`config.mk`:
```
export PLATFORM = sky130hd
export DESIGN_NAME = sbl_irq_events
export DESIGN_NICKNAME = d
export VERILOG_FILES = /design/src/sbl_pkg.sv /design/src/sbl_edge.sv /design/src/sbl_irq_events.sv /design/src/sbl_overrun.sv
export SDC_FILE = /design/constraint.sdc
export NUM_CORES = 1
export LEC_CHECK = 0
export BUFFER_PORTS_ARGS = -buffer_cell sky130_fd_sc_hd__buf_2
export CORE_ASPECT_RATIO = 0.8
export CORE_UTILIZATION = 49
export DETAILED_ROUTE_END_ITERATION = 16
export PLACE_DENSITY = 0.81
export SLEW_MARGIN = 10
export SYNTH_ARGS = -nofsm -noshare
export SYNTH_HDL_FRONTEND = slang
export SYNTH_SLANG_ARGS = --single-unit
```
`constraint.sdc`:
```
create_clock -name clk_sys -period 1.57 [get_ports clk_sys]
set_clock_uncertainty 0.15 [all_clocks]
set_input_delay 0.471 -clock clk_sys [delete_from_list [all_inputs] [get_ports clk_sys]]
set_output_delay 0.471 -clock clk_sys [all_outputs]
set_load 0.05 [all_outputs]
```
`src/sbl_pkg.sv`:
```
// shared constants for the serial bus link interrupt event block
package sbl_pkg;

    // ************************************************************
    // register offsets
    // ************************************************************
    localparam logic [7:0] EVT_SET_OFS    = 8'h80;
    localparam logic [7:0] EVT_CLR_OFS    = 8'h84;
    localparam logic [7:0] MSK_SET_OFS    = 8'h88;
    localparam logic [7:0] MSK_CLR_OFS    = 8'h8c;
    localparam logic [7:0] LINK_CTL_OFS   = 8'he0;
    localparam logic [7:0] XCVR_CTL_OFS   = 8'hec;
    localparam logic [7:0] CYC_TIMER_OFS  = 8'hf0;

    // ************************************************************
    // event, control and timer bit positions
    // ************************************************************
    localparam int BIT_REG_RCVD    = 26;
    localparam int BIT_OVERRUN     = 25;
    localparam int BIT_FATAL       = 24;
    localparam int BIT_MISMATCH    = 23;
    localparam int BIT_MISSED      = 22;
    localparam int BIT_ROLLOVER    = 21;
    localparam int BIT_NEW_CYCLE   = 20;
    localparam int BIT_XCVR_IRQ    = 19;
    localparam int BIT_ACC_TIMEOUT = 18;
    localparam int BIT_BUS_RESET   = 17;
    localparam int BIT_ID_DONE     = 16;
    localparam int BIT_ID_DONE2    = 15;
    localparam int BIT_TIMED_RX    = 7;
    localparam int BIT_TIMED_TX    = 6;
    localparam int BIT_MASTER_ROLE = 21;
    localparam int BIT_GLOBAL_EN   = 31;
    localparam int XCVR_DATA_LSB   = 16;
    localparam int SEC_LSB         = 25;
    localparam int TICK_LSB        = 12;
    localparam int SEC_ROLL_BIT    = 6;

    // latched bits: 30..15 less unsupported, 9..0 less 7,6
    localparam logic [31:0] EVT_LATCH_MASK = 32'h07ff_833f;
    localparam logic [31:0] EVT_RESET      = 32'h0000_0000;
    localparam logic [31:0] MSK_RESET      = 32'h0000_0000;
    localparam logic [31:0] LINK_RESET     = 32'h0000_0000;

    // ************************************************************
    // cycle timing
    // ************************************************************
    localparam int CLK_MHZ       = 40;
    localparam int CYCLE_MAX_US  = 125;
    localparam int CYCLE_MAX_CYC = CYCLE_MAX_US * CLK_MHZ;
    localparam int CNT_W         = 13;

endpackage : sbl_pkg
```
`src/sbl_edge.sv`:
```
// rising edge detector for a vector of same-domain sources
`timescale 1ns/1ps
module sbl_edge
    import sbl_pkg::*;
#(
    parameter int W = 32
) (
    // clock and reset
    input  wire logic         clk_sys,
    input  wire logic         rst_n,
    // sources
    input  wire logic [W-1:0] level_in,
    output wire logic [W-1:0] rise_out
);
    logic [W-1:0] prev_reg;

    always_ff @(posedge clk_sys or negedge rst_n) begin
        if (!rst_n) begin
            prev_reg <= '0;
        end else begin
            prev_reg <= level_in;
        end
    end

    assign rise_out = level_in & ~prev_reg;

endmodule : sbl_edge

```
`src/sbl_irq_events.sv`:
```
// interrupt event register with its hardware sources
// Function
// - register byte received sets bit 26; byte readable in control bits 23-16
// - with master role set, over 125 us start to gap end sets bit 25
// - cycle overrun clears the master role bit 21 of link control
// - any halting error sets bit 24
// - while bit 24 set, normal events of failed contexts are blocked
// - received cycle start differing from timer fields sets bit 23
// - no cycle start between two new-cycle events sets bit 22
// - change of second counter bit six sets bit 21
// - toggle of cycle count low bit sets bit 20
// - transceiver status transfer interrupt sets bit 19
// - register access failing for missing link clock sets bit 18
// - transceiver entering bus reset sets bit 17
// - node id stream done sets bit 16; bus reset clears it
// - bit 15 set with bit 16, unaffected by bus reset
// - bits 14 to 10 read as zero
// - unacked lock response sets bit 9
// - host bus error on acked posted write sets bit 8
// - bit 7 is unlatched OR of receive context events and masks
// - bit 6 is unlatched OR of transmit context events and masks
// - packet stored in response or request buffer sets bit 5 or 4
// - receive descriptor completion sets bit 3 or 2
// - transmit command completion sets bit 1 or 0
// - bits set on source rising edge or writing one at 80h
// - bits clear only by writing one at 84h, except bit 16, which bus reset also clears
// - event read returns events AND mask
// - interrupt needs global enable and an enabled pending event
//
// The register addresses and the plain strobed port were chosen for this implementation.
`timescale 1ns/1ps
module sbl_irq_events
    import sbl_pkg::*;
#(
    parameter int NRX = 4,
    parameter int NTX = 4
) (
    // clock and reset
    input  wire logic              clk_sys,
    input  wire logic              rst_n,
    // register port
    input  wire logic [7:0]        reg_addr,
    input  wire logic [31:0]       reg_wdata,
    input  wire logic              reg_wr,
    input  wire logic              reg_rd,
    output logic      [31:0]       reg_rdata,
    // transceiver side
    input  wire logic              xcvr_byte_valid,
    input  wire logic [7:0]        xcvr_byte,
    input  wire logic              xcvr_irq,
    input  wire logic              xcvr_acc_fail,
    input  wire logic              xcvr_bus_reset,
    // cycle timing
    input  wire logic              cyc_start_tx,
    input  wire logic              cyc_start_rx,
    input  wire logic [6:0]        rx_seconds,
    input  wire logic [12:0]       rx_ticks,
    input  wire logic              subgap_end,
    input  wire logic              arb_reset_gap,
    input  wire logic [31:0]       cyc_timer,
    // link and dma conditions
    input  wire logic              fatal_err,
    input  wire logic [3:0]        fatal_ctx,
    input  wire logic              node_id_done,
    input  wire logic              lock_unacked,
    input  wire logic              posted_fault,
    input  wire logic              resp_stored,
    input  wire logic              req_stored,
    input  wire logic              resp_rx_done,
    input  wire logic              req_rx_done,
    input  wire logic              resp_tx_done,
    input  wire logic              req_tx_done,
    input  wire logic [NRX-1:0]    rx_ctx_event,
    input  wire logic [NRX-1:0]    rx_ctx_mask,
    input  wire logic [NTX-1:0]    tx_ctx_event,
    input  wire logic [NTX-1:0]    tx_ctx_mask,
    // outputs
    output logic                   cycle_master_role,
    output logic                   irq
);

    // ************************************************************
    // registers
    // ************************************************************
    logic [31:0] evt_reg, evt_next;
    logic [31:0] msk_reg, msk_next;
    logic [31:0] link_reg, link_next;
    logic [7:0]  xbyte_reg;
    logic [31:0] rdata_reg;
    logic        irq_reg;
    logic        seen_start_reg;
    logic        gap_armed_reg;
    logic        msec_reg;
    logic        tlsb_reg;
    logic [31:0] raw_src;
    logic [31:0] src_rise;
    logic        overrun;

    // ************************************************************
    // decode
    // ************************************************************
    wire wr_evt_set  = reg_wr && reg_addr == EVT_SET_OFS;
    wire wr_evt_clr  = reg_wr && reg_addr == EVT_CLR_OFS;
    wire wr_msk_set  = reg_wr && reg_addr == MSK_SET_OFS;
    wire wr_msk_clr  = reg_wr && reg_addr == MSK_CLR_OFS;
    wire wr_link     = reg_wr && reg_addr == LINK_CTL_OFS;
    wire new_cycle   = cyc_timer[TICK_LSB] != tlsb_reg;
    wire sec_roll    = cyc_timer[SEC_LSB+SEC_ROLL_BIT] != msec_reg;
    wire any_start   = cyc_start_tx || cyc_start_rx;
    wire mismatch    = cyc_start_rx &&
        (rx_seconds != cyc_timer[31:SEC_LSB] ||
         rx_ticks != cyc_timer[SEC_LSB-1:TICK_LSB]);
    // lost cycle: no start since last tick, or predicted early
    wire missed      = (new_cycle && !seen_start_reg) ||
                       (gap_armed_reg && subgap_end && !any_start) ||
                       (arb_reset_gap && !seen_start_reg);
    // contexts 0..3: resp tx, req tx, resp rx, req rx
    wire blk_rtx     = evt_reg[BIT_FATAL] && fatal_ctx[0];
    wire blk_qtx     = evt_reg[BIT_FATAL] && fatal_ctx[1];
    wire blk_rrx     = evt_reg[BIT_FATAL] && fatal_ctx[2];
    wire blk_qrx     = evt_reg[BIT_FATAL] && fatal_ctx[3];

    // ************************************************************
    // hardware sources
    // ************************************************************
    always_comb begin
        raw_src                  = '0;
        raw_src[BIT_REG_RCVD]    = xcvr_byte_valid;
        raw_src[BIT_OVERRUN]     = overrun;
        raw_src[BIT_FATAL]       = fatal_err;
        raw_src[BIT_MISMATCH]    = mismatch;
        raw_src[BIT_MISSED]      = missed;
        raw_src[BIT_ROLLOVER]    = sec_roll;
        raw_src[BIT_NEW_CYCLE]   = new_cycle;
        raw_src[BIT_XCVR_IRQ]    = xcvr_irq;
        raw_src[BIT_ACC_TIMEOUT] = xcvr_acc_fail;
        raw_src[BIT_BUS_RESET]   = xcvr_bus_reset;
        raw_src[BIT_ID_DONE]     = node_id_done;
        raw_src[BIT_ID_DONE2]    = node_id_done;
        raw_src[9]               = lock_unacked;
        raw_src[8]               = posted_fault;
        raw_src[5]               = resp_stored && !blk_rrx;
        raw_src[4]               = req_stored && !blk_qrx;
        raw_src[3]               = resp_rx_done && !blk_rrx;
        raw_src[2]               = req_rx_done && !blk_qrx;
        raw_src[1]               = resp_tx_done && !blk_rtx;
        raw_src[0]               = req_tx_done && !blk_qtx;
    end

    sbl_edge #(
        .W (32)
    ) u_edge (
        .clk_sys  (clk_sys),
        .rst_n    (rst_n),
        .level_in (raw_src),
        .rise_out (src_rise)
    );

    sbl_overrun #(
        .LIMIT (CYCLE_MAX_CYC)
    ) u_overrun (
        .clk_sys  (clk_sys),
        .rst_n    (rst_n),
        .armed    (link_reg[BIT_MASTER_ROLE]),
        .start_tx (cyc_start_tx),
        .gap_end  (subgap_end),
        .overrun  (overrun)
    );

    // ************************************************************
    // event and mask update
    // ************************************************************
    wire [31:0] hw_set   = src_rise & EVT_LATCH_MASK;
    wire [31:0] sw_set   = wr_evt_set ? reg_wdata : 32'h0000_0000;
    wire [31:0] sw_clr   = wr_evt_clr ? reg_wdata : 32'h0000_0000;
    wire [31:0] id_clr   = hw_set[BIT_BUS_RESET] ?
                           32'h0001_0000 : 32'h0000_0000;
    wire [31:0] live_evt = evt_reg & EVT_LATCH_MASK;
    wire        rx_sum   = |(rx_ctx_event & rx_ctx_mask);
    wire        tx_sum   = |(tx_ctx_event & tx_ctx_mask);
    wire [31:0] evt_view = live_evt |
                           ({31'h0, rx_sum} << BIT_TIMED_RX) |
                           ({31'h0, tx_sum} << BIT_TIMED_TX);

    always_comb begin
        // set wins over clear; bit 16 drops when bus reset rises
        evt_next = ((evt_reg & ~sw_clr & ~id_clr) | sw_set | hw_set)
                   & EVT_LATCH_MASK;
        msk_next = wr_msk_set ? (msk_reg | reg_wdata) :
                   wr_msk_clr ? (msk_reg & ~reg_wdata) : msk_reg;
        link_next = wr_link ? reg_wdata : link_reg;
        if (overrun) begin
            link_next[BIT_MASTER_ROLE] = 1'b0;
        end
    end

    // ************************************************************
    // read mux
    // ************************************************************
    wire rd_evt = reg_addr == EVT_SET_OFS || reg_addr == EVT_CLR_OFS;
    wire rd_msk = reg_addr == MSK_SET_OFS || reg_addr == MSK_CLR_OFS;
    wire [31:0] rd_val =
        rd_evt ? (evt_view & msk_reg) :
        rd_msk ? msk_reg :
        reg_addr == LINK_CTL_OFS  ? link_reg :
        reg_addr == XCVR_CTL_OFS  ? {8'h00, xbyte_reg, 16'h0000} :
        reg_addr == CYC_TIMER_OFS ? cyc_timer : 32'h0000_0000;

    wire irq_next = msk_reg[BIT_GLOBAL_EN] &&
                    |(evt_view & msk_reg & ~32'h8000_0000);

    // ************************************************************
    // state
    // ************************************************************
    always_ff @(posedge clk_sys or negedge rst_n) begin
        if (!rst_n) begin
            evt_reg  <= EVT_RESET;
            msk_reg  <= MSK_RESET;
            link_reg <= LINK_RESET;
        end else begin
            evt_reg  <= evt_next;
            msk_reg  <= msk_next;
            link_reg <= link_next;
        end
    end

    always_ff @(posedge clk_sys or negedge rst_n) begin
        if (!rst_n) begin
            xbyte_reg <= 8'h00;
            rdata_reg <= 32'h0000_0000;
            irq_reg   <= 1'b0;
        end else begin
            if (xcvr_byte_valid) begin
                xbyte_reg <= xcvr_byte;
            end
            rdata_reg <= reg_rd ? rd_val : 32'h0000_0000;
            irq_reg   <= irq_next;
        end
    end

    always_ff @(posedge clk_sys or negedge rst_n) begin
        if (!rst_n) begin
            seen_start_reg <= 1'b1;
            gap_armed_reg  <= 1'b0;
            msec_reg       <= 1'b0;
            tlsb_reg       <= 1'b0;
        end else begin
            msec_reg <= cyc_timer[SEC_LSB+SEC_ROLL_BIT];
            tlsb_reg <= cyc_timer[TICK_LSB];
            if (new_cycle) begin
                seen_start_reg <= any_start;
                gap_armed_reg  <= 1'b1;
            end else begin
                if (any_start) begin
                    seen_start_reg <= 1'b1;
                end
                if (subgap_end || any_start) begin
                    gap_armed_reg <= 1'b0;
                end
            end
        end
    end

    assign reg_rdata         = rdata_reg;
    assign irq               = irq_reg;
    assign cycle_master_role = link_reg[BIT_MASTER_ROLE];
endmodule : sbl_irq_events

```
`src/sbl_overrun.sv`:
```
// watchdog timing a cycle start against the subaction gap end
`timescale 1ns/1ps
module sbl_overrun
    import sbl_pkg::*;
#(
    parameter int LIMIT = CYCLE_MAX_CYC
) (
    // clock and reset
    input  wire logic clk_sys,
    input  wire logic rst_n,
    // timing events
    input  wire logic armed,
    input  wire logic start_tx,
    input  wire logic gap_end,
    output wire logic overrun
);
    logic [CNT_W-1:0] cnt_reg;
    logic             run_reg;
    logic             over_reg;

    always_ff @(posedge clk_sys or negedge rst_n) begin
        if (!rst_n) begin
            cnt_reg  <= '0;
            run_reg  <= 1'b0;
            over_reg <= 1'b0;
        end else begin
            over_reg <= 1'b0;
            if (start_tx && armed) begin
                cnt_reg <= '0;
                run_reg <= 1'b1;
            end else if (run_reg) begin
                if (gap_end || !armed) begin
                    run_reg <= 1'b0;
                end else if (cnt_reg == CNT_W'(LIMIT)) begin
                    // just past the limit
                    over_reg <= 1'b1;
                    run_reg  <= 1'b0;
                end else begin
                    cnt_reg <= cnt_reg + 1'b1;
                end
            end
        end
    end

    assign overrun = over_reg;

endmodule : sbl_overrun

```
==> results of run 1 <==
synth_stat cells, types with 13 or more instances:
cell type,n,area (um2)
a21boi_0,13,97.59
a21oi_1,23,115.1
a221o_1,18,180.2
clkbuf_1,21,78.83
dfrtp_1,162,4054
inv_1,18,67.56
mux2_1,30,337.8
mux2_2,40,450.4
mux2i_1,26,260.3
nand2_1,63,236.5
nand3_1,15,75.07
nor2_1,49,183.9
nor2b_1,18,112.6
o21ai_0,19,95.09
xnor2_1,15,131.4
xor2_1,17,148.9
worst min path at each step:
stage,startpoint,endpoint,slack (ps),cells past startpoint
global placement,rst_n,link_reg[6]$_DFFE_PN0N_,230,1
detailed placement,rst_n,link_reg[6]$_DFFE_PN0N_,240,1
floorplan,rst_n,async pin,30,0
finish,node_id_done,u_edge.prev_reg[16]$_DFF_PN0_,20,1
global route,posted_fault,u_edge.prev_reg[8]$_DFF_PN0_,9,1
CTS,node_id_done,u_edge.prev_reg[16]$_DFF_PN0_,10,1
timing repair:
action,4_1_cts,5_1_grt
pin swaps,22,19
hold buffers,1,0
gates resized for setup,140,38
setup buffers,8,8
endpoints found under the hold margin,23,0
cloned,3,2
setup endpoints to repair,158,163
logic make-up (layout without fill, tap and decap cells):
kind of cell,count (synthesis),in the layout,synth area share
flip-flops,163,163,0.5395
AO/OA/AOI/OAI,130,130,0.1251
adder cells (fa/ha/maj),2,2,0.003309
multiplexers,96,96,0.1386
AND/OR/NAND/NOR,189,189,0.1231
other,0,1,0
buffers and inverters,55,338,0.03326
XOR/XNOR,32,32,0.03706
routing by layer:
layer | GRT usage | share of wire
met5 | 0 | 0
met4 | 0.1058 | 0.026
met3 | 0.07575 | 0.085
met2 | 0.4902 | 0.48
met1 | 0.4175 | 0.41
final cells by class:
class,instances,area [um2]
clock inverters,5,50.05
diodes,1,2.502
multi-input cells,449,3906
repair buffers,289,2280
clock buffers,26,509.2
inverters,18,67.56
flip-flops and latches,163,4083
well taps,210,262.8
fillers,919,3904
power by group:
group	switching, W	internal (W)	total, W
Combinational	0.000670	0.000624	0.00129
Clock	0.00164	0.00237	0.00401
Sequential	0.0000955	0.00436	0.00445
Total	0.00240	0.00736	0.00976
cells in the final DEF (no fill, tap or decap), drive strengths merged, types with 20 or more instances in the layout:
cell type    n
nand2       63
clkbuf      28
a21oi       23
buf        286
dfrtp      162
mux2        70
nor2        50
mux2i       26
o21ai       20
metrics by stage:
| step | cell area, um2 | worst slack (ps) | setup TNS, ps | power [W] |
|---|---|---|---|---|
| 2_1_floorplan | 7974 | -676.9 | -59440 | 0.004976 |
| 3_3_place_gp | 9623 | -690.7 | -72010 | 0.005581 |
| 3_5_place_dp | 9623 | -743.4 | -75660 | 0.005611 |
| 4_1_cts | 10850 | -209.6 | -17250 | 0.009666 |
| 5_1_grt | 11160 | -276.6 | -26150 | 0.01006 |
| 6_report | 11160 | -275.3 | -23340 | 0.009759 |
critical path: cells and delay by family:
family	cells	cell delay, ps
mux	1	310
buf+inv	2	280
simple gates	4	950
==> flow_metrics.py, run 1 <==
metrics = {
    "outcome": {
        "status": "finished, violations left",
        "violations": "negative setup slack",
    },
    "drt": {
        "wirelength_um": 24870,
        "first_pass_iters": 5,
        "ant_nets": 0,
        "vias": 6658,
        "drc": 0,
        "wl_per_cell_um": 21.42,
        "drt_iter0_markers": 609,
        "vias_per_cell": 5.735,
    },
    "pwr": {
        "max-vdd-ir-drop_mv": 0.8525,
        "power.density_nw_per_um2": 874.4,
        "p_leak_nw": 5.400,
    },
    "critical_path": {
        "r2r_slack_ps": -180,
        "crit_path_max_fanout": 8,
        "slowest_stage": "or3b_4",
        "timing.rr.start": "u_overrun.cnt_reg[0]$_DFFE_PN0P_",
        "critical-path-max-stage-delay_ps": 440,
        "worst_setup_path_end_kind": "flip-flop",
        "critPathLaunchType": "input port",
        "worstPathRequired_ps": 1730,
        "r2r-end": "u_overrun.run_reg$_DFF_PN0_",
        "path_cells": "buf_6 -> or3b_4 -> nor2_4 -> and3_4 -> buf_16 -> nand2_4 -> mux2_4",
        "worstSetupStartpoint": "reg_addr[6]",
        "arrival_ps": 2010,
        "critPathKind": "in -> reg",
        "worstRegToRegCells": 6,
    },
    "floorplan": {
        "core_area_um2": 15060,
        "start_util": 0.5020,
        "die_w_um": 140.9,
        "row_count": 40,
        "io_pins": 176,
        "dieArea_um2": 15940,
        "die_h_um": 113.1,
    },
    "placement": {
        "io_buffers": 175,
        "dp_hpwl_um": 15610,
        "placed_cells_incl_taps": 1108,
        "gp_congestion": 0.8589,
    },
    "sta": {
        "tightest_slew_ps": 388.7,
        "max_freq_ghz": 0.5419,
        "drv_slew": 0,
        "period_minus_slack_ps": 1845,
        "slew_headroom": 0.7372,
        "fin_crit_sh": 1.175,
        "setup_ws_ps": -275.3,
        "rsz0062_at_grt": "true",
        "setup_viol": 157,
        "hold_viol": 0,
        "whs_ps": 23.80,
    },
    "clocking": {
        "numCtsBuffers": 17,
        "clock_sinks": 163,
        "htree_levels": 4,
        "cts_root_buf": "clkbuf_16",
        "clk_pin_slew_worst_paths_ps": 60,
        "cts_tree": "done",
        "clk_path_buf_depth": 2,
        "clk_latency_ps": 430,
    },
    "logic_synthesis": {
        "synth_cell_type_count": 55,
        "async_flop_share": 1.000,
        "ys_seq_area_frac": 0.5395,
        "synth_edf_count": 0,
        "ys_seq_elements": 163,
        "synth_warnings": 0,
        "synth_ff_type": "dfrtp_1",
        "avgSynthCellArea_um2": 11.34,
        "synth.net_count": 811,
        "syn_inst": 667,
        "synth_area_um2": 7562,
    },
    "grt": {
        "track_usage": 0.3089,
        "grt_pass1_vias": 6744,
        "grt_max_degree": 31,
        "antenna_found_initial": 1,
        "grt_pass1_wl_um": 36370,
        "overflow": 0,
    },
    "final_layout": {
        "synthToLayoutAreaGrowth_pct": 47.58,
        "fin_nets": 1082,
        "final_util": 0.7409,
        "fin_cells": 1161,
        "drive_gt1_frac": 0.5095,
    },
    "job": {
        "cap_violations": 0,
    },
    "worst_hold_path": {
        "min_path_type": "in -> reg",
    },
}
No activity file was read; power rests on OpenSTA's default activity.
==> inputs of run 2 (changes only) <==
--- a/config.mk
+++ b/config.mk
@@ -7,9 +7,11 @@
 export LEC_CHECK = 0
 export BUFFER_PORTS_ARGS = -buffer_cell sky130_fd_sc_hd__buf_2
 export CORE_ASPECT_RATIO = 0.8
-export CORE_UTILIZATION = 49
+export CORE_UTILIZATION = 50
+export CTS_BUF_LIST = sky130_fd_sc_hd__clkbuf_2
 export DETAILED_ROUTE_END_ITERATION = 16
-export PLACE_DENSITY = 0.81
+export MAX_ROUTING_LAYER = met4
+export PLACE_DENSITY = 0.82
 export SLEW_MARGIN = 10
 export SYNTH_ARGS = -nofsm -noshare
 export SYNTH_HDL_FRONTEND = slang
==> run 2 against run 1 <==
The run still ends with negative setup slack left. Final area decreased by 0.21%. Cell count increased by 3.5%. Utilization increased by 2.5 points. Critical path depth decreased by 5. Worst setup slack got worse by 250 ps. Routed wire length increased by 7.2%. Fmax decreased by 12%. Hold slack improved by 16 ps. Clock power decreased by 45%. Via count increased by 9.0%. Critical path type is now reg -> out. Largest power group unchanged.
==> flow_metrics.py, run 2 (synthesis results as in run 1) <==
metrics = {
    "critical_path": {
        "worstPathRequired_ps": 950,
        "critPathLaunchType": "flip-flop",
        "path_delay_family": "flip-flops",
        "crit_path_max_fanout": 4,
        "slowest_stage": "dfrtp_2",
        "critPathKind": "reg -> out",
        "worst_setup_path_end_kind": "output port",
        "critical-path-max-stage-delay_ps": 470,
        "critPathBufInv": 2,
        "arrival_ps": 1470,
        "path_cells": "buf_6 -> buf_8",
    },
    "sta": {
        "period_minus_slack_ps": 2091,
        "max_freq_ghz": 0.4783,
        "setup_ws_ps": -520.7,
        "fin_crit_sh": 1.332,
        "drv_slew": 0,
        "rsz0062_at_grt": "true",
        "tightest_slew_ps": 483.0,
        "fin_tns_setup_ps": -16130,
        "hold_viol": 0,
        "slew_headroom": 0.6769,
        "whs_ps": 39.41,
        "setup_viol": 53,
    },
    "pwr": {
        "power.total_w": 0.008098,
        "power.density_nw_per_um2": 727.1,
        "max-vdd-ir-drop_mv": 0.4699,
        "p_leak_nw": 5.336,
    },
    "drt": {
        "vias": 7256,
        "ant_nets": 0,
        "drc": 0,
        "wirelength_um": 26670,
        "first_pass_iters": 5,
        "wl_per_cell_um": 22.19,
        "drt_iter0_markers": 808,
        "vias_per_cell": 6.037,
    },
    "outcome": {
        "violations": "negative setup slack",
        "status": "finished, violations left",
    },
    "final_layout": {
        "fin_cells": 1202,
        "final_cell_mix": "dfrtp_1, buf_2, buf_4",
        "drive_gt1_frac": 0.4547,
        "mostFrequentLayoutCell": "dfrtp_1",
        "fin_nets": 1147,
        "synthToLayoutAreaGrowth_pct": 47.27,
        "final_util": 0.7659,
    },
    "clocking": {
        "clk_latency_ps": 780,
        "cts_tree": "done",
        "numCtsBuffers": 17,
        "clk_pin_slew_worst_paths_ps": 230,
        "clk_path_buf_depth": 2,
        "clock_sinks": 163,
        "htree_levels": 4,
        "cts_root_buf": "clkbuf_2",
    },
    "floorplan": {
        "die_w_um": 139.5,
        "dieArea_um2": 15620,
        "io_pins": 176,
        "core_area_um2": 14540,
        "die_h_um": 112,
        "row_count": 39,
        "start_util": 0.5200,
    },
    "placement": {
        "io_buffers": 175,
        "dp_hpwl_um": 15450,
        "placed_cells_incl_taps": 1077,
        "gp_congestion": 0.8829,
    },
    "worst_hold_path": {
        "min_path_type": "in -> reg",
    },
    "grt": {
        "antenna_found_initial": 2,
        "grt_max_degree": 45,
        "track_usage": 0.3529,
        "grt_pass1_wl_um": 40490,
        "grt_pass1_vias": 7596,
        "overflow": 0,
    },
    "job": {
        "cap_violations": 0,
    },
}
[run 2: final timing paths]
path / slack (ps) / from / end / cells after the start
max: -520 / link_reg[21]$_DFFE_PN0P_ / cycle_master_role / 2
min: 40 / cyc_timer[6] / reg_rdata[6]$_DFF_PN0_ / 5
max reg2reg: -340 / link_reg[21]$_DFFE_PN0P_ / u_overrun.cnt_reg[11]$_DFFE_PN0P_ / 8
min reg2reg: 310 / u_overrun.overrun$_DFF_PN0_ / u_edge.prev_reg[25]$_DFF_PN0_ / 0
max in group asynchronous: 440 / rst_n / link_reg[7]$_DFFE_PN0N_ / 3
min in group asynchronous: 70 / rst_n / reg_rdata[0]$_DFF_PN0_ / 3
[run 2: worst min-delay path, delay by kind of cell]
family                 cells  cell delay (ps)
AO/OA/AOI/OAI              2              150
buffers and inverters      1              100
multiplexers               1              120
AND/OR/NAND/NOR            1               80
[run 2: stage by stage]
step / instance area, um2 / setup WS [ps]
after floorplan: 7974 / -676.9
after global placement: 9578 / -737.4
after detailed placement: 9578 / -752.8
after CTS: 10910 / -502.5
after global routing: 11140 / -604.2
final: 11140 / -520.7
[run 2: area by class of cell]
class	count	area [um2]
antenna	2	5.005
clock buffer	18	90.09
clock inverter	14	131.4
fill	826	3405
inverter	18	72.57
multi-input combinational	449	3699
sequential	163	4084
tap	184	230.2
timing repair buffer	354	2825
[run 2: timing repair]
action                                  4_1_cts  5_1_grt
setup buffers                                 7        7
hold endpoints to repair                    292        3
pin swaps                                    18       15
hold buffers                                 75        3
gates resized for setup                      90       29
endpoints found under the setup margin       48       54
[run 2: power by group]
group	total [W]	internal, W	switching [W]
Combinational	0.00141	0.000727	0.000684
Sequential	0.00447	0.00436	0.000107
Clock	0.00222	0.000593	0.00163
[run 2: per-layer routing]
| metal | vias to the layer above | global-route usage | part of all wire | wire length [um] |
|---|---|---|---|---|
| met3 | 118 | 0.08387 | 0.085 | 2278 |
| met4 | 0 | 0.1778 | 0.043 | 1157 |
| li1 | 3057 | - | - | - |
| met1 | 3608 | 0.4225 | 0.38 | 10240 |
| met2 | 473 | 0.5605 | 0.49 | 12990 |
| met5 | - | - | 0 | 0 |
